===== src/rtl/umf_defines.svh =====
`ifndef UMF_DEFINES_SVH
`define UMF_DEFINES_SVH

// register byte offsets on the avalon slave
`define UMF_OFS_DATA      4'h0
`define UMF_OFS_STAT_A    4'h4
`define UMF_OFS_CTRL_B    4'h8
`define UMF_OFS_CTRL_C    4'hc

// serial_status_control_a field positions
`define UMF_A_RXC         7
`define UMF_A_TXC         6
`define UMF_A_UDRE        5
`define UMF_A_FE          4
`define UMF_A_DOR         3
`define UMF_A_PE          2
`define UMF_A_U2X         1
`define UMF_A_FILT        0

// serial_control_b field positions
`define UMF_B_RXCIE       7
`define UMF_B_TXCIE       6
`define UMF_B_UDRIE       5
`define UMF_B_RXEN        4
`define UMF_B_TXEN        3
`define UMF_B_CSZ2        2
`define UMF_B_RX9         1
`define UMF_B_TX9         0

// serial_control_c field positions
`define UMF_C_MSEL        6
`define UMF_C_PEN         5
`define UMF_C_SBS         3

// reset values and divisors
`define UMF_RST_CTRL_B    8'h00
`define UMF_RST_CTRL_C    7'h06
`define UMF_B_WMASK       8'hfd
`define UMF_DIV_NORMAL    5'h10
`define UMF_DIV_DOUBLE    5'h08

`endif


===== src/rtl/umf_pkg.sv =====
package umf_pkg;

    // character size codes, high bit from control b, low bits from control c
    typedef enum logic [2:0] {
        UMF_CSZ_5 = 3'b000,
        UMF_CSZ_6 = 3'b001,
        UMF_CSZ_7 = 3'b010,
        UMF_CSZ_8 = 3'b011,
        UMF_CSZ_9 = 3'b111
    } umf_csz_e;

    // one frame handed over by the receive sampler
    typedef struct packed {
        logic [8:0] data;
        logic       stop1;
        logic       parity_bad;
    } umf_rx_frame_s;

    // one receive buffer entry with its own error flags
    typedef struct packed {
        logic [8:0] data;
        logic       frame_err;
        logic       parity_err;
    } umf_rx_entry_s;

    // line format handed to the serial engines
    typedef struct packed {
        logic [2:0] char_size;
        logic [1:0] parity_mode;
        logic       two_stop;
        logic       sync_mode;
        logic       clock_pol;
    } umf_cfg_s;

endpackage


===== src/rtl/umf_uart_regs.sv =====
`timescale 1ns/1ps
`include "umf_defines.svh"

module umf_uart_regs #(
    parameter int RX_FIFO_DEPTH = 2
) (
    input  wire logic                  mclk_i,
    input  wire logic                  rst_n_i,
    input  wire logic [3:0]            avs_address_i,
    input  wire logic                  avs_read_i,
    input  wire logic                  avs_write_i,
    input  wire logic [31:0]           avs_writedata_i,
    input  wire logic [3:0]            avs_byteenable_i,
    output logic      [31:0]           avs_readdata_o,
    output logic                       avs_waitrequest_o,
    input  wire umf_pkg::umf_rx_frame_s rx_frame_i,
    input  wire logic                  rx_frame_valid_i,
    input  wire logic                  rx_start_i,
    output logic      [8:0]            tx_frame_o,
    output logic                       tx_load_o,
    input  wire logic                  tx_shift_empty_i,
    input  wire logic                  tx_done_i,
    input  wire logic                  global_irq_enable_i,
    input  wire logic                  tx_complete_irq_ack_i,
    output logic                       rx_complete_irq_o,
    output logic                       tx_complete_irq_o,
    output logic                       tx_empty_irq_o,
    output logic                       rx_pin_override_o,
    output logic                       tx_pin_override_o,
    output umf_pkg::umf_cfg_s          cfg_o,
    output logic      [4:0]            baud_divisor_o
);
    import umf_pkg::*;

    // the entry shuffle below is written for exactly two entries
    if (RX_FIFO_DEPTH != 2) begin : g_depth_check
        $error("umf_uart_regs: RX_FIFO_DEPTH must be 2");
    end

    // register state
    logic                filt_reg;
    logic                dbl_reg;
    logic [7:0]          ctrl_b_reg;
    logic [6:0]          ctrl_c_reg;
    logic                txen_eff_reg;
    logic                tx_buf_valid_reg;
    logic [8:0]          tx_buf_reg;
    logic                txc_reg;
    umf_rx_entry_s       entry_reg [RX_FIFO_DEPTH];
    logic [1:0]          count_reg;
    logic                hold_valid_reg;
    umf_rx_entry_s       hold_reg;
    logic                dor_reg;
    logic                ack_reg;
    logic [31:0]         readdata_reg;

    // next values of the receive side
    umf_rx_entry_s       entry_next [RX_FIFO_DEPTH];
    logic [1:0]          count_next;
    logic                hold_valid_next;
    umf_rx_entry_s       hold_next;

    // bus decode: one wait state, request acts on the edge where waitrequest is low
    logic                bus_req;
    logic                sel_data;
    logic                sel_a;
    logic                sel_b;
    logic                sel_c;
    logic                wr_acc;
    logic                rd_data_acc;
    logic                wr_data_acc;
    assign bus_req           = avs_read_i | avs_write_i;
    assign avs_waitrequest_o = bus_req & ~ack_reg;
    assign sel_data          = (avs_address_i == `UMF_OFS_DATA);
    assign sel_a             = (avs_address_i == `UMF_OFS_STAT_A);
    assign sel_b             = (avs_address_i == `UMF_OFS_CTRL_B);
    assign sel_c             = (avs_address_i == `UMF_OFS_CTRL_C);
    assign wr_acc            = avs_write_i & ack_reg & avs_byteenable_i[0];
    assign rd_data_acc       = avs_read_i & ack_reg & sel_data;
    assign wr_data_acc       = wr_acc & sel_data;

    // line format decode
    logic [2:0]          csz;
    logic                nine_bit;
    logic                rxen;
    logic                sync_mode;
    logic [7:0]          data_mask;
    assign csz       = {ctrl_b_reg[`UMF_B_CSZ2], ctrl_c_reg[2:1]};
    assign nine_bit  = (csz == UMF_CSZ_9);
    assign rxen      = ctrl_b_reg[`UMF_B_RXEN];
    assign sync_mode = ctrl_c_reg[`UMF_C_MSEL];

    always_comb begin
        case (csz)
            UMF_CSZ_5: data_mask = 8'h1f;
            UMF_CSZ_6: data_mask = 8'h3f;
            UMF_CSZ_7: data_mask = 8'h7f;
            default:   data_mask = 8'hff; // reserved codes behave as 8 bits
        endcase
    end

    // incoming frame: type bit, filter decision and the entry it would become
    logic                frame_type;
    logic                rx_keep;
    umf_rx_entry_s       rx_new;
    assign frame_type = nine_bit ? rx_frame_i.data[8] : rx_frame_i.stop1;
    assign rx_keep    = rx_frame_valid_i & rxen & ~(filt_reg & ~frame_type);
    assign rx_new.data       = {rx_frame_i.data[8] & nine_bit, rx_frame_i.data[7:0] & data_mask};
    assign rx_new.frame_err  = ~rx_frame_i.stop1;
    assign rx_new.parity_err = rx_frame_i.parity_bad & ctrl_c_reg[`UMF_C_PEN];

    // flag follows count; pop first, then held character, then new one
    logic                pop;
    logic                rx_complete;
    assign pop         = rd_data_acc & (count_reg != 2'd0);
    assign rx_complete = (count_reg != 2'd0);

    always_comb begin
        entry_next      = entry_reg;
        count_next      = count_reg;
        hold_valid_next = hold_valid_reg;
        hold_next       = hold_reg;
        if (pop) begin
            entry_next[0] = entry_reg[1];
            count_next    = count_reg - 2'd1;
        end
        if (hold_valid_next && count_next != 2'd2) begin
            entry_next[count_next[0]] = hold_reg;
            count_next                = count_next + 2'd1;
            hold_valid_next           = 1'b0;
        end
        if (rx_keep) begin
            if (count_next != 2'd2) begin
                entry_next[count_next[0]] = rx_new;
                count_next                = count_next + 2'd1;
            end else begin
                hold_next       = rx_new; // waits in the shift register stage
                hold_valid_next = 1'b1;
            end
        end
        if (!rxen) begin
            count_next      = 2'd0;
            hold_valid_next = 1'b0;
        end
    end

    // receive buffer registers
    always_ff @(posedge mclk_i or negedge rst_n_i) begin
        if (!rst_n_i) begin
            entry_reg[0]   <= '0;
            entry_reg[1]   <= '0;
            count_reg      <= 2'd0;
            hold_valid_reg <= 1'b0;
            hold_reg       <= '0;
        end else begin
            entry_reg      <= entry_next;
            count_reg      <= count_next;
            hold_valid_reg <= hold_valid_next;
            hold_reg       <= hold_next;
        end
    end

    logic                dor_set;
    assign dor_set = rx_start_i & rxen & (count_reg == 2'd2) & hold_valid_reg;

    // overrun flag: a new overrun wins over the read that would clear it
    always_ff @(posedge mclk_i or negedge rst_n_i) begin
        if (!rst_n_i) begin
            dor_reg <= 1'b0;
        end else if (!rxen) begin
            dor_reg <= 1'b0;
        end else if (dor_set) begin
            dor_reg <= 1'b1;
        end else if (rd_data_acc) begin
            dor_reg <= 1'b0;
        end
    end

    // transmit side handshake
    logic                tx_accept;
    logic                txc_set;
    logic                txc_clr;
    assign tx_accept = wr_data_acc & ~tx_buf_valid_reg;
    assign tx_load_o = tx_buf_valid_reg & txen_eff_reg & tx_shift_empty_i;
    assign txc_set   = tx_done_i & ~tx_buf_valid_reg;
    assign txc_clr   = (wr_acc & sel_a & avs_writedata_i[`UMF_A_TXC]) | tx_complete_irq_ack_i;

    always_ff @(posedge mclk_i or negedge rst_n_i) begin
        if (!rst_n_i) begin
            tx_buf_valid_reg <= 1'b0;
            tx_buf_reg       <= 9'h000;
        end else if (tx_accept) begin
            tx_buf_valid_reg <= 1'b1;
            // ninth bit taken from control b at the data write
            tx_buf_reg       <= {ctrl_b_reg[`UMF_B_TX9] & nine_bit,
                                 avs_writedata_i[7:0] & data_mask};
        end else if (tx_load_o) begin
            tx_buf_valid_reg <= 1'b0;
        end
    end
    assign tx_frame_o = tx_buf_reg;

    // transmit complete flag: set wins over clear
    always_ff @(posedge mclk_i or negedge rst_n_i) begin
        if (!rst_n_i) begin
            txc_reg <= 1'b0;
        end else if (txc_set) begin
            txc_reg <= 1'b1;
        end else if (txc_clr) begin
            txc_reg <= 1'b0;
        end
    end

    always_ff @(posedge mclk_i or negedge rst_n_i) begin
        if (!rst_n_i) begin
            txen_eff_reg <= 1'b0;
        end else if (ctrl_b_reg[`UMF_B_TXEN]) begin
            txen_eff_reg <= 1'b1;
        end else if (!tx_buf_valid_reg && tx_shift_empty_i) begin
            txen_eff_reg <= 1'b0;
        end
    end

    // software-written control bits; the error flags take no write
    always_ff @(posedge mclk_i or negedge rst_n_i) begin
        if (!rst_n_i) begin
            filt_reg   <= 1'b0;
            dbl_reg    <= 1'b0;
            ctrl_b_reg <= `UMF_RST_CTRL_B;
            ctrl_c_reg <= `UMF_RST_CTRL_C;
        end else if (wr_acc) begin
            if (sel_a) begin
                filt_reg <= avs_writedata_i[`UMF_A_FILT];
                dbl_reg  <= avs_writedata_i[`UMF_A_U2X];
            end
            if (sel_b) begin
                ctrl_b_reg <= avs_writedata_i[7:0] & `UMF_B_WMASK;
            end
            if (sel_c) begin
                ctrl_c_reg <= avs_writedata_i[6:0];
            end
        end
    end

    // read mux; head flags are masked when nothing is buffered
    logic [7:0]          stat_a_val;
    logic [7:0]          ctrl_b_val;
    logic [31:0]         rd_mux;
    umf_rx_entry_s       head;
    assign head       = entry_reg[0];
    assign stat_a_val = {rx_complete, txc_reg, ~tx_buf_valid_reg,
                         head.frame_err & rx_complete, dor_reg,
                         head.parity_err & rx_complete, dbl_reg, filt_reg};
    assign ctrl_b_val = {ctrl_b_reg[7:2], head.data[8] & rx_complete, ctrl_b_reg[0]};
    assign rd_mux     = sel_data ? {24'h000000, head.data[7:0] & {8{rx_complete}}} :
                        sel_a    ? {24'h000000, stat_a_val} :
                        sel_b    ? {24'h000000, ctrl_b_val} :
                        sel_c    ? {25'h0000000, ctrl_c_reg} : 32'h00000000;

    // bus answer: read data captured in the wait cycle, stable at the accept edge
    always_ff @(posedge mclk_i or negedge rst_n_i) begin
        if (!rst_n_i) begin
            ack_reg      <= 1'b0;
            readdata_reg <= 32'h00000000;
        end else begin
            ack_reg <= bus_req & ~ack_reg;
            if (avs_read_i && !ack_reg) begin
                readdata_reg <= rd_mux;
            end
        end
    end
    assign avs_readdata_o = readdata_reg;

    assign rx_complete_irq_o = ctrl_b_reg[`UMF_B_RXCIE] & global_irq_enable_i & rx_complete;
    assign tx_complete_irq_o = ctrl_b_reg[`UMF_B_TXCIE] & global_irq_enable_i & txc_reg;
    assign tx_empty_irq_o    = ctrl_b_reg[`UMF_B_UDRIE] & global_irq_enable_i & ~tx_buf_valid_reg;

    assign rx_pin_override_o = rxen;
    assign tx_pin_override_o = txen_eff_reg;

    // line format and divisor to the serial engines; filter bit never reaches this side
    assign cfg_o.char_size   = csz;
    assign cfg_o.parity_mode = ctrl_c_reg[5:4];
    assign cfg_o.two_stop    = ctrl_c_reg[`UMF_C_SBS];
    assign cfg_o.sync_mode   = sync_mode;
    assign cfg_o.clock_pol   = ctrl_c_reg[0];
    assign baud_divisor_o    = (dbl_reg && !sync_mode) ? `UMF_DIV_DOUBLE : `UMF_DIV_NORMAL;
endmodule // umf_uart_regs


===== config.mk =====
export PLATFORM = sky130hd
export DESIGN_NAME = umf_uart_regs
export DESIGN_NICKNAME = d
export VERILOG_FILES = /design/src/rtl/umf_pkg.sv /design/src/rtl/umf_uart_regs.sv
export VERILOG_INCLUDE_DIRS = /design/src /design/src/rtl
export SDC_FILE = /design/constraint.sdc
export NUM_CORES = 1
export LEC_CHECK = 0
export ABC_AREA = 1
export CORE_MARGIN = 2
export CORE_UTILIZATION = 48
export CTS_BUF_LIST = sky130_fd_sc_hd__clkbuf_8
export CTS_CLUSTER_SIZE = 24
export DETAILED_ROUTE_END_ITERATION = 16
export DONT_BUFFER_PORTS = 1
export PLACE_DENSITY = 0.6
export SLEW_MARGIN = 20
export SYNTH_ARGS = -nofsm -noshare
export SYNTH_HDL_FRONTEND = slang
export SYNTH_SLANG_ARGS = --single-unit

===== constraint.sdc =====
create_clock -name mclk_i -period 8.1 [get_ports mclk_i]
set_input_delay 0.81 -clock mclk_i [delete_from_list [all_inputs] [get_ports mclk_i]]
set_output_delay 0.81 -clock mclk_i [all_outputs]
set_load 0.02 [all_outputs]

# --- After elaboration in Yosys (flattened, before gate mapping) ---
# Cells that the tools add are included.
classes:
  add_sub_neg: 3
  mul: 0
  eq_ne: 10
  shifts: 0
  n_bitwise: 44
  n_mux: 35
  n_lt_le_gt_ge: 4
  n_reduce_logical: 19
  div_mod_pow: 0
op_table:
  columns: ["op", "n"]
  rows:
  - ["$mux W22", 3]
  - ["$bwmux W22", 2]
  - ["$mux W11", 3]
  - ["$and A1 B1 Y1", 31]
  - ["$and A8 B8 Y8", 3]
  - ["$mux W8", 3]
  - ["$pmux W8 S3", 1]
  - ["$demux W11 S1", 2]
  - ["$mux W1", 14]
  - ["$mux W2", 5]
  - ["$eq A4 B4 Y1 const B", 2]
  - ["$reduce_and A2 Y1", 4]
  - ["$reduce_bool A2 Y1", 4]
  - ["$mux W7", 1]
  - ["$logic_and A1 B1 Y1", 6]
  - ["$not A1 Y1", 6]
  - ["$mux W5", 1]
  - ["$add A2 B1 Y2 const B", 2]
  - ["$eq A4 B3 Y1 const B", 1]
  - ["$ge A2 B2 Y1 const B", 2]
  - ["$logic_not A4 Y1", 1]
  - ["$lt A2 B1 Y1 const B", 2]
  - ["$ne A2 B2 Y1 const B", 2]
  - ["$not A1 Y2", 2]
  - ["9 further kinds", 12]
word_totals:
  mem_count: 0
  output_inout_bits: 61
  ram_bits: 0
  mem_bits_ro: 0
  elab_cells: 137
  inputBits: 61
  reg_bits: 98
  latch_bits: 0

# --- Longest topological paths before layout ---
# Gate-level depths: netlist of the first run.
depth:
  depth_word: 15
  depth_mapped: 18
  depth_no_buf: 17

# --- Least setup slack after synthesis of the first run ---
# No wires, ideal clock.
synth_path:
  path_kind: "input-to-reg"
  startpoint: "input port avs_address_i[1]"
  endpoint: "register entry_reg[11] (netlist name)"
  t_required_ps: 7983
  slack_ps: 5035
  setup_ps: 117
  path_stages: 17
  arrival_time_ps: 2947
  n_path_buf: 1
  cell_sequence: "nor2_4 nand2_2 nor2_4 nand3_1 nand2_1 inv_1 ha_1 nor2_1 inv_1 nand3_1 nand2_1 ha_1 nor2_4 nand3_1 buf_4 nand3_1 nand2_1"
synth_rtl:
  columns: ["element", "line", "text"]
  rows:
  - ["start: declaration", "umf_uart_regs.sv:9", "input wire logic [3:0] avs_address_i,"]
  - ["end signal: assignment", "umf_uart_regs.sv:156", "entry_reg <= entry_next;"]
  - ["end: declaration", "umf_uart_regs.sv:49", "umf_rx_entry_s entry_reg [RX_FIFO_DEPTH];"]

==> results of run 1 <==
## cell families after synthesis
logic type | count (synthesis) | share of synthesized area, %
compound gates | 63 | 8.48
fa+ha+maj | 4 | 1.23
buf+inv | 99 | 12.4
flops | 74 | 45.4
other cells | 1 | 0.0918
simple gates | 311 | 32.4
## metal layers
metal / GRT usage [%] / share of wire [%] / vias to the layer above
met3: 5.09 / 6.8 / 18
met2: 36.6 / 44 / 124
met4: 11.4 / 2.2 / 0
li1: - / - / 1675
met5: 0 / 0 / -
met1: 34.7 / 47 / 1562
## final timing paths
path	startpoint	end	slack, ns	depth (start not counted)
min reg2reg	hold_reg[6]	hold_reg[6]	0.52	2
max	count_reg[0]	entry_reg[15]	3.57	16
min in group mclk_i	hold_reg[6]	hold_reg[6]	0.52	2
max reg2reg	count_reg[0]	entry_reg[15]	3.57	16
max in group asynchronous	rst_n_i	ctrl_c_reg[2]	7.77	0
min	rst_n_i	ack_reg	0.14	0
## area by class of cell
| cell class | count | area [um^2] | share of cell area, % |
|---|---|---|---|
| flip-flops and latches | 74 | 1850 | 44.2 |
| clock inverters | 6 | 50.0 | 1.19 |
| well taps | 105 | 131 | 3.13 |
| clock buffers | 10 | 138 | 3.28 |
| multi-input cells | 405 | 1820 | 43.4 |
| inverters | 53 | 199 | 4.74 |
## through the flow
step	power, mW	instances	utilization, %
after CTS	0.920	653	51.0
after floorplan	0.613	578	-
after detailed placement	0.643	637	48.8
after global routing	0.966	653	51.0
after global placement	0.639	637	48.8
final	0.914	653	51.0
## power breakdown
part | switching [mW] | internal, mW
combinational | 0.0948 | 0.0489
clock | 0.153 | 0.123
sequential | 0.0727 | 0.422
## layout by cell type (no fill, tap or decap), types with 3 or more instances in the layout
cell type	count
sky130_fd_sc_hd__nor2_1	29
sky130_fd_sc_hd__nand4_1	3
sky130_fd_sc_hd__o31ai_1	3
sky130_fd_sc_hd__nor3_1	3
sky130_fd_sc_hd__nand3_1	44
sky130_fd_sc_hd__dfrtp_1	72
sky130_fd_sc_hd__o21ai_0	37
sky130_fd_sc_hd__clkbuf_8	10
sky130_fd_sc_hd__a21oi_1	15
sky130_fd_sc_hd__nand2_2	8
sky130_fd_sc_hd__a41oi_1	5
sky130_fd_sc_hd__inv_1	50
sky130_fd_sc_hd__conb_1	27
sky130_fd_sc_hd__nand3b_1	3
sky130_fd_sc_hd__ha_1	4
sky130_fd_sc_hd__nand2_1	211
sky130_fd_sc_hd__nor2_4	4
## cells in the mapped netlist, drive strengths merged
library cell / number
inv: 52
nor2: 35
clkinv: 1
o21a: 1
dfstp: 2
o31ai: 3
nand3b: 3
nand2: 219
or2: 1
a21oi: 15
buf: 41
ha: 4
a41oi: 5
o22ai: 2
o21ai: 37
nor3: 3
clkbuf: 5
conb: 1
nand3: 46
nand4: 4
dfrtp: 72
==> metrics.log, run 1 <==
INFO  metric die_y = 96.3 um
INFO  metric post_cts.resized_instances = 0
INFO  metric global_route.usage.total = 24.7%
INFO  metric worst_skew_pair.late_latency = 0.36 ns
INFO  metric grt_antenna_before_repair = 0
INFO  metric first_global_vias = 3,190
INFO  metric synth_largest_type_area_fraction = 44.1%
INFO  metric dieArea = 9270 um^2
INFO  metric critPathRequiredTime = about 8.4 ns
INFO  metric finalHoldViolCount = 0
INFO  metric crit_path_top_delay_cell = sky130_fd_sc_hd__nand3_1
INFO  metric via_per_instance_ratio = 5.17
INFO  metric largest_net_degree_at_the_start_of_global_routing = 75
INFO  metric synth.lib_cells_used.distinct = 29
INFO  metric route.antenna.remaining_nets = 0
INFO  metric timing.critical_path.from_type = register
INFO  metric mappedNetlistArea = 4090 um^2
INFO  metric gpl.final_weighted_congestion = 0.794
INFO  metric setup.worst_path.class = register to register
INFO  metric postCtsSetupRepairBufs = 0
INFO  metric detail_route.drc_violations = 0
INFO  metric rsz_0062_raised_after_global_routing = no
INFO  metric critPathMaxStageDelay = between 0.5 and 0.6 ns
INFO  metric synth_top_cell_by_area = sky130_fd_sc_hd__dfrtp_1
INFO  metric synth_area_leaders = sky130_fd_sc_hd__dfrtp_1 (44%), sky130_fd_sc_hd__nand2_1 (19%), sky130_fd_sc_hd__buf_4 (5.7%)
INFO  metric worst_slew_pin_slew = 1.01 ns
INFO  metric synth-seq-area-share = 45.4%
INFO  metric fraction_of_layout_cells_with_a_size_suffix_above_1 = between 6 and 7%
INFO  metric grt_pass1_wl = 17,000 um
INFO  metric route.detailed.wl_per_inst = 16.3 um
INFO  metric drtPass1Iterations = 4
INFO  metric crit_top_cell = sky130_fd_sc_hd__nand2_1
INFO  metric cts_max_level = 3
INFO  metric numCtsBuffers = 9
INFO  metric initial_utilization = roughly half
INFO  metric coreArea = 8220 um^2
INFO  metric cts.sinks = 74
INFO  metric design.final.nets = about 610
INFO  metric route.final.wire_length = 10,600 um
INFO  metric num_io_pins = 122
INFO  metric ir_drop = 0.0905 mV
INFO  metric root_buffer = sky130_fd_sc_hd__clkbuf_8
INFO  metric worstPathArrival = ~4.8 ns
INFO  metric power_density_of_the_placed_cells = 218 nW/um^2
INFO  metric timing.critical_path.to_type = register
INFO  metric final.setup.tns = 0 ns
INFO  metric max_cap_viol_count = 0
INFO  metric setup_violating_endpoint_count_in_the_final_report = 0
INFO  metric status = finished clean
INFO  metric detailroute.via_count = 3,379
INFO  metric finalInstanceArea = between 4000 and 5000 um^2
INFO  metric hold_slack = around 0.14 ns
INFO  metric crit_path_cell_trace = inv_1 -> ha_1 -> inv_2 -> nand4_2 -> nand2_1 -> nand2_1 -> ha_1 -> nor2_1 -> inv_1 -> nand3_1 -> nand2_1 -> ha_1 -> nor2_4 -> nand3_1 -> nand2_1 -> nand2_1
INFO  metric preCtsSetupSlack = between 3 and 4 ns
INFO  metric cts_tree = built
INFO  metric postPlaceCellArea = approximately 4000 um^2
INFO  metric worst-path-buf-inv = 3
INFO  metric fin_crit = 4.53 ns
INFO  metric leakagePower = 2.22 nW
INFO  metric cts_max_path_buffers = 2
INFO  metric place.detailed.hpwl = 7060 um
INFO  metric layout_setup_ws = ~3.6 ns
INFO  metric drt_iter0_markers = 201
INFO  metric final-max-slew-violation-count = 0
INFO  metric layout-area-overhead-vs-synth = 2.66%
INFO  metric placement.io_buffers = 0
INFO  metric final_min_period_over_clock_period = between 50% and 60%
INFO  metric crit_path_max_fanout = 19
INFO  metric avg_inst_size_synth = 7.40 um^2
INFO  metric clkTransAtPathRegs = 0.09 ns
INFO  metric max-slew-margin-rel = 32.2%
INFO  metric placementRows = 33
INFO  metric timing.fmax = ~220 MHz
INFO  metric largest_register_ffs = 22
INFO  metric yosys_warnings = 0
INFO  metric clock_skew = 0.00697 ns
INFO  metric antenna_cells = 0
INFO  metric die_w = around 96 um
INFO  metric grt_overflow_total = 0
INFO  metric cts_hold_buffers = 0
INFO  metric min-delay-path-class = input port to asynchronous set/reset pin
INFO  metric nFillCells = 800
INFO  metric synthesized_flop_and_latch_total = between 70 and 80
INFO  metric synth_cells = ~550
INFO  metric cpLargestDelayFamily = simple AND/OR/NAND/NOR gates
Power figures use the tool's default switching activity.
==> inputs of run 2 (changes only) <==
--- a/config.mk
+++ b/config.mk
@@ -13,7 +13,7 @@
 export CTS_CLUSTER_SIZE = 24
 export DETAILED_ROUTE_END_ITERATION = 16
 export DONT_BUFFER_PORTS = 1
-export PLACE_DENSITY = 0.6
+export PLACE_DENSITY = 0.62
 export SLEW_MARGIN = 20
 export SYNTH_ARGS = -nofsm -noshare
 export SYNTH_HDL_FRONTEND = slang
==> constraint.sdc (replaced) <==
create_clock -name mclk_i -period 4.15 [get_ports mclk_i]
set_input_delay 0.415 -clock mclk_i [delete_from_list [all_inputs] [get_ports mclk_i]]
set_output_delay 0.415 -clock mclk_i [all_outputs]
set_load 0.02 [all_outputs]
==> run 2 against run 1 <==
Clock skew rose by 0.0037 ns. Total power is 120% higher. Global-route usage down 0.27 points. First-iteration DRC count up 5.5%. Count of clock-buffer cells in the layout decreased by 1. Worst setup slack lost 2.7 ns. Worst hold slack improved by 0.020 ns. Sequential share of layout area down 1.9 points. Register-to-register slack got worse by 2.7 ns. Combinational power up 110%.
==> metrics.log, run 2 (synthesis results as in run 1) <==
INFO  metric status = finished clean
INFO  metric critPathMaxStageDelay = 0.38 ns (-0.16 ns)
INFO  metric nFillCells = 816 (+2.0%)
INFO  metric route.antenna.remaining_nets = 0 (unchanged)
INFO  metric cpLargestDelayFamily = simple AND/OR/NAND/NOR gates
INFO  metric drtPass1Iterations = 4 (unchanged)
INFO  metric finalInstanceArea = 4390 um^2 (+4.6%)
INFO  metric final-max-slew-violation-count = 0 (unchanged)
INFO  metric cts_max_path_buffers = 2 (unchanged)
INFO  metric crit_path_max_fanout = 18 (-1)
INFO  metric design.final.nets = 621 (+2.1%)
INFO  metric dieArea = 9270 um^2 (unchanged)
INFO  metric ir_drop = 0.186 mV (+110%)
INFO  metric leakagePower = 2.32 nW (+4.6%)
INFO  metric largest_net_degree_at_the_start_of_global_routing = 75 (unchanged)
INFO  metric root_buffer = sky130_fd_sc_hd__clkbuf_8
INFO  metric post_cts.resized_instances = 0 (unchanged)
INFO  metric worstPathArrival = 3.58 ns (-1.19 ns)
INFO  metric largest_register_ffs = 22 (unchanged)
INFO  metric final.setup.tns = 0 ns (unchanged)
INFO  metric power_density_of_the_placed_cells = 449 nW/um^2 (+110%)
INFO  metric setup.worst_path.class = register to register
INFO  metric global_route.usage.total = 24.5% (-0.27 points)
INFO  metric postPlaceCellArea = 4100 um^2 (+2.4%)
INFO  metric postCtsSetupRepairBufs = 0 (unchanged)
INFO  metric mostFrequentLayoutCell = sky130_fd_sc_hd__nand2_1
INFO  metric fin_crit = 3.32 ns (-1.21 ns)
INFO  metric timing.fmax = 302 MHz (+37%)
INFO  metric antenna_cells = 0 (unchanged)
INFO  metric initial_utilization = 49.7% (unchanged)
INFO  metric die_w = 96.3 um (unchanged)
INFO  metric final_min_period_over_clock_period = 79.9% (+24 points)
INFO  metric critPathRequiredTime = 4.42 ns (-3.93 ns)
INFO  metric detailroute.via_count = 3,473 (+2.8%)
INFO  metric min_delay_worst_endpoint = txc_reg
INFO  metric rr_worst_depth = 16 (unchanged)
INFO  metric preCtsSetupSlack = 0.871 ns (-2.77 ns)
INFO  metric worst-path-buf-inv = 6 (+3)
INFO  metric timing.critical_path.to_type = register
INFO  metric numCtsBuffers = 9 (unchanged)
INFO  metric num_io_pins = 122 (unchanged)
INFO  metric layout-area-overhead-vs-synth = 7.38%
INFO  metric reg2reg_to = hold_reg[4]
INFO  metric detail_route.drc_violations = 0 (unchanged)
INFO  metric first_global_vias = 3,283 (+2.9%)
INFO  metric min-delay-path-class = input port to register
INFO  metric place.detailed.hpwl = 7300 um (+3.4%)
INFO  metric route.final.wire_length = 10,300 um (-2.9%)
INFO  metric coreArea = 8220 um^2 (unchanged)
INFO  metric worst_skew_pair.late_latency = 0.35 ns (about the same)
INFO  metric worst_hold_path.num_cells = 1
INFO  metric max_cap_viol_count = 0 (unchanged)
INFO  metric clkTransAtPathRegs = 0.09 ns (about the same)
INFO  metric layout_setup_ws = 0.835 ns (-2.74 ns)
INFO  metric placement.io_buffers = 0 (unchanged)
INFO  metric cts_tree = built
INFO  metric finalHoldViolCount = 0 (unchanged)
INFO  metric timing.hold.worst.start = tx_complete_irq_ack_i
INFO  metric gpl.final_weighted_congestion = 0.858 (+8.0%)
INFO  metric crit_path_top_delay_cell = sky130_fd_sc_hd__dfrtp_1
INFO  metric cts_max_level = 3 (unchanged)
INFO  metric clock_skew = 0.0107 ns (+0.00373 ns)
INFO  metric cts.sinks = 74 (unchanged)
INFO  metric fraction_of_layout_cells_with_a_size_suffix_above_1 = 8.91% (+2.0 points)
INFO  metric drt_iter0_markers = 212 (+5.5%)
INFO  metric max-slew-margin-rel = 50.6% (+18 points)
INFO  metric grt_pass1_wl = 16,900 um (-0.61%)
INFO  metric rrSetupSlack = 0.83 ns (-2.74 ns)
INFO  metric worstReg2RegStart = count_reg[0]
INFO  metric route.detailed.wl_per_inst = 15.5 um (-4.8%)
INFO  metric worst_slew_pin_slew = 0.739 ns (-0.274 ns)
INFO  metric crit_path_cell_trace = inv_1 -> ha_1 -> inv_2 -> buf_4 -> nand3_1 -> nand2_1 -> inv_1 -> ha_1 -> nor2_1 -> inv_1 -> or2_2 -> nand2_1 -> ha_1 -> nand2_1 -> buf_4 -> o21ai_0
INFO  metric rsz_0062_raised_after_global_routing = no
INFO  metric die_y = 96.3 um (unchanged)
INFO  metric layout.cells.most_common_list = sky130_fd_sc_hd__nand2_1 (211), sky130_fd_sc_hd__dfrtp_1 (72), sky130_fd_sc_hd__inv_1 (50), sky130_fd_sc_hd__nand3_1 (44), sky130_fd_sc_hd__o21ai_0 (37)
INFO  metric setup_violating_endpoint_count_in_the_final_report = 0 (unchanged)
INFO  metric timing.critical_path.from_type = register
INFO  metric grt_overflow_total = 0 (unchanged)
INFO  metric via_per_instance_ratio = 5.21 (+0.78%)
INFO  metric grt_antenna_before_repair = 0 (unchanged)
INFO  metric placementRows = 33 (unchanged)
==> run 2: through the flow <==
| stage | power (mW) | utilization, % | std cells | hold slack, ns |
|---|---|---|---|---|
| after detailed placement | 1.27 | 49.9 | 648 | 0.120 |
| final | 1.97 | 53.4 | 666 | 0.156 |
| after global placement | 1.26 | 49.9 | 648 | 0.121 |
| after floorplan | 1.20 | - | 578 | 0.119 |
| after CTS | 1.98 | 53.4 | 666 | 0.144 |
| after global routing | 2.08 | 53.4 | 666 | 0.146 |
==> run 2: final cells by class <==
class	count	area, um^2	area share (%)
Timing Repair Buffer	13	133	3.02
Sequential cell	74	1850	42.3
Inverter	53	199	4.54
Multi-Input combinational cell	405	1820	41.5
Tap cell	105	131	2.99
Clock inverter	7	124	2.82
Clock buffer	9	124	2.82
==> run 2: how the worst max path moves through the flow <==
stage | from | end | slack [ns] | cells after the start
floorplan | count_reg[0] | entry_reg[11] | 1.30 | 17
global placement | count_reg[0] | hold_reg[3] | 0.92 | 17
detailed placement | count_reg[0] | hold_reg[2] | 0.87 | 17
CTS | count_reg[0] | hold_reg[4] | 0.80 | 16
global route | count_reg[0] | hold_reg[4] | 0.50 | 16
finish | count_reg[0] | hold_reg[4] | 0.83 | 16
==> run 2: layer usage <==
metal / track usage (%) / wire length [um] / up-vias
li1: - / - / 1697
met1: 34.1 / 4660 / 1643
met2: 37.6 / 4790 / 121
met3: 5.64 / 700 / 12
met4: 8.21 / 170 / 0
met5: 0 / 0 / -
==> run 2: timing repair <==
item / in CTS / in global routing
hold buffers: 2 / 0
endpoints found under the setup margin: 0 / 0
hold endpoints to repair: 74 / 0
==> run 2: report_power, final <==
part           leakage (nW)  internal (mW)  switching [mW]
clock network         0.120          0.405           0.296
registers             0.985          0.823           0.142
logic                  1.22          0.105           0.199
==> inputs of run 3 (changes only) <==
--- a/config.mk
+++ b/config.mk
@@ -13,7 +13,7 @@
 export CTS_CLUSTER_SIZE = 24
 export DETAILED_ROUTE_END_ITERATION = 16
 export DONT_BUFFER_PORTS = 1
-export PLACE_DENSITY = 0.62
+export PLACE_DENSITY = 0.6
 export SLEW_MARGIN = 20
 export SYNTH_ARGS = -nofsm -noshare
 export SYNTH_HDL_FRONTEND = slang
==> constraint.sdc (replaced) <==
create_clock -name mclk_i -period 3.5 [get_ports mclk_i]
set_input_delay 0.35 -clock mclk_i [delete_from_list [all_inputs] [get_ports mclk_i]]
set_output_delay 0.35 -clock mclk_i [all_outputs]
set_load 0.02 [all_outputs]
==> run 3 against run 2 <==
Worst setup slack worse by 0.46 ns. Highest routed layer unchanged. Combinational power grew 19%. Via count is 0.58% lower. Total power rose by 12%.
==> metrics.log, run 3 (synthesis results as in run 1) <==
INFO  metric status = finished clean
INFO  metric ir_drop = 0.252 mV (+36%)
INFO  metric cts_max_level = 3 (unchanged)
INFO  metric grt_antenna_before_repair = 0 (unchanged)
INFO  metric worstReg2RegStart = count_reg[0]
INFO  metric route.detailed.wl_per_inst = 15.8 um (+2.1%)
INFO  metric worst_slew_pin_slew = 0.707 ns (-0.0320 ns)
INFO  metric rrSetupSlack = 0.38 ns (-0.46 ns)
INFO  metric rsz_0062_raised_after_global_routing = no
INFO  metric reg2reg_to = hold_reg[2]
INFO  metric fraction_of_layout_cells_with_a_size_suffix_above_1 = 10.2% (+1.3 points)
INFO  metric cts_tree = built
INFO  metric detailroute.via_count = 3,453 (-0.58%)
INFO  metric wl_met1 = 4860 um (+4.1%)
INFO  metric layout_setup_ws = 0.375 ns (-0.459 ns)
INFO  metric max_cap_viol_count = 0 (unchanged)
INFO  metric largest_register_ffs = 22 (unchanged)
INFO  metric seqPwrFrac = 52.1% (+3.1 points)
INFO  metric cts_max_path_buffers = 2 (unchanged)
INFO  metric clkTransAtPathRegs = 0.09 ns (about the same)
INFO  metric design.final.nets = 628 (+1.1%)
INFO  metric detail_route.drc_violations = 0 (unchanged)
INFO  metric setup.worst_path.class = register to register
INFO  metric antenna_cells = 0 (unchanged)
INFO  metric met2WireLength = 4800 um (+0.23%)
INFO  metric placementRows = 33 (unchanged)
INFO  metric power.clock.fraction = 31.4% (-4.2 points)
INFO  metric crit_path_max_fanout = 9 (-9)
INFO  metric final-max-slew-violation-count = 0 (unchanged)
INFO  metric numCtsBuffers = 9 (unchanged)
INFO  metric dieArea = 9270 um^2 (unchanged)
INFO  metric finalHoldViolCount = 0 (unchanged)
INFO  metric final.setup.tns = 0 ns (unchanged)
INFO  metric root_buffer = sky130_fd_sc_hd__clkbuf_8
INFO  metric rr_worst_depth = 15 (-1)
INFO  metric worstPathArrival = 3.39 ns (-0.19 ns)
INFO  metric power_density_of_the_placed_cells = 502 nW/um^2 (+12%)
INFO  metric layout.cells.most_common_list = sky130_fd_sc_hd__nand2_1 (210), sky130_fd_sc_hd__dfrtp_1 (72), sky130_fd_sc_hd__inv_1 (50), sky130_fd_sc_hd__nand3_1 (44), sky130_fd_sc_hd__o21ai_0 (37)
INFO  metric grt_overflow_total = 0 (unchanged)
INFO  metric die_y = 96.3 um (unchanged)
INFO  metric coreArea = 8220 um^2 (unchanged)
INFO  metric nFillCells = 799 (-2.1%)
INFO  metric num_io_pins = 122 (unchanged)
INFO  metric largest_net_degree_at_the_start_of_global_routing = 75 (unchanged)
INFO  metric critPathRequiredTime = 3.77 ns (-0.65 ns)
INFO  metric mostFrequentLayoutCell = sky130_fd_sc_hd__nand2_1
INFO  metric via_per_instance_ratio = 5.13 (-1.6%)
INFO  metric finalInstanceArea = 4380 um^2 (about the same)
INFO  metric placement.io_buffers = 0 (unchanged)
INFO  metric drtPass1Iterations = 5 (+1)
INFO  metric initial_utilization = 49.7% (unchanged)
INFO  metric worst_skew_pair.late_latency = 0.36 ns (about the same)
INFO  metric cts.sinks = 74 (unchanged)
INFO  metric postPlaceCellArea = 4110 um^2 (+0.24%)
INFO  metric first_global_vias = 3,212 (-2.2%)
INFO  metric max-slew-margin-rel = 52.5% (+1.9 points)
INFO  metric preCtsSetupSlack = 0.199 ns (-0.672 ns)
INFO  metric power.share.switching = 34.6% (+2.3 points)
INFO  metric drt_iter0_markers = 162 (-24%)
INFO  metric timing.critical_path.to_type = register
INFO  metric utilization = 53.3% (about the same)
INFO  metric fin_crit = 3.12 ns (-0.191 ns)
INFO  metric met3_length = 734 um (+4.9%)
INFO  metric die_w = 96.3 um (unchanged)
INFO  metric leakagePower = 2.34 nW (+0.51%)
INFO  metric p_switching = 761 uW (+19%)
INFO  metric final_min_period_over_clock_period = 89.3% (+9.4 points)
INFO  metric global_route.usage.total = 25.6% (+1.2 points)
INFO  metric route.antenna.remaining_nets = 0 (unchanged)
INFO  metric gpl.final_weighted_congestion = 0.795 (-7.3%)
INFO  metric min_delay_worst_endpoint = txc_reg
INFO  metric setup_violating_endpoint_count_in_the_final_report = 0 (unchanged)
INFO  metric min-delay-path-class = input port to register
INFO  metric timing.fmax = 320 MHz (+6.1%)
INFO  metric maxUsedRoutingLayer = met4
INFO  metric worst_hold_path.num_cells = 1 (unchanged)
INFO  metric place.detailed.hpwl = 7460 um (+2.2%)
INFO  metric timing.hold.worst.start = tx_complete_irq_ack_i
INFO  metric grt_pass1_wl = 17,400 um (+3.3%)
INFO  metric timing.critical_path.from_type = register
INFO  metric clock_skew = 0.0100 ns (-0.000700 ns)
INFO  metric layout-area-overhead-vs-synth = 7.29% (about the same)
INFO  metric route.final.wire_length = 10,600 um (+3.2%)
INFO  metric internal_power = 1.44 mW (+7.9%)
INFO  metric combinationalPowerShare = 16.5% (+1.1 points)
[run 3: layer usage]
layer	vias up	track usage, %
met5	-	0
met4	0	9.88
met3	19	6.50
met2	121	37.3
met1	1597	36.6
li1	1716	-
[run 3: metrics by stage]
step                      total power [mW]  cells  hold slack, ns
after floorplan                       1.42    578          0.0544
after global placement                1.49    651          0.0561
after detailed placement              1.50    651          0.0559
after CTS                             2.22    669          0.0659
after global routing                  2.33    673          0.0622
final                                 2.20    673          0.0835
[run 3: how the worst max path moves through the flow]
stage	depth (start not counted)	slack [ns]	start	to
finish	15	0.38	count_reg[0]	hold_reg[2]
global route	16	0.11	count_reg[0]	hold_reg[2]
CTS	17	0.18	count_reg[0]	entry_reg[13]
detailed placement	16	0.20	count_reg[0]	entry_reg[9]
global placement	16	0.24	count_reg[0]	entry_reg[10]
floorplan	17	0.65	count_reg[0]	entry_reg[11]
[run 3: final cells by class]
class | instances | area (um^2) | share of cell area, %
clock buffers | 9 | 124 | 2.83
well taps | 105 | 131 | 3.00
repair buffers | 20 | 173 | 3.94
flip-flops and latches | 74 | 1850 | 42.3
inverters | 53 | 199 | 4.54
multi-input cells | 405 | 1820 | 41.6
clock inverters | 7 | 77.6 | 1.77
[run 3: critical path, cell delays in order (launching register included)]
cell and delay [ns]:
sky130_fd_sc_hd__dfrtp_1 0.39, sky130_fd_sc_hd__inv_1 0.11, sky130_fd_sc_hd__ha_1 0.27, sky130_fd_sc_hd__inv_2 0.08
sky130_fd_sc_hd__nand4_2 0.20, sky130_fd_sc_hd__nand2_1 0.11, sky130_fd_sc_hd__nand2_1 0.08, sky130_fd_sc_hd__ha_1 0.21
sky130_fd_sc_hd__nor2_1 0.25, sky130_fd_sc_hd__inv_1 0.13, sky130_fd_sc_hd__or2_2 0.32, sky130_fd_sc_hd__nand2_1 0.08
sky130_fd_sc_hd__ha_1 0.25, sky130_fd_sc_hd__nand2_2 0.18, sky130_fd_sc_hd__buf_4 0.21, sky130_fd_sc_hd__o21ai_0 0.17
[run 3: timing repair]
item / in CTS / in global routing
resized for setup: 0 / 1
setup buffers: 0 / 4
endpoints found under the hold margin: 74 / 0
hold buffers: 2 / 0
endpoints found under the setup margin: 0 / 23
[run 3: power by group through the flow]
stage / combinational [mW] / clock, mW / sequential (mW)
6_report: 0.363 / 0.690 / 1.14
5_1_grt: 0.423 / 0.742 / 1.16
4_1_cts: 0.359 / 0.712 / 1.15
3_5_place_dp: 0.333 / 0 / 1.16
3_3_place_gp: 0.326 / 0 / 1.16
2_1_floorplan: 0.314 / 0 / 1.11
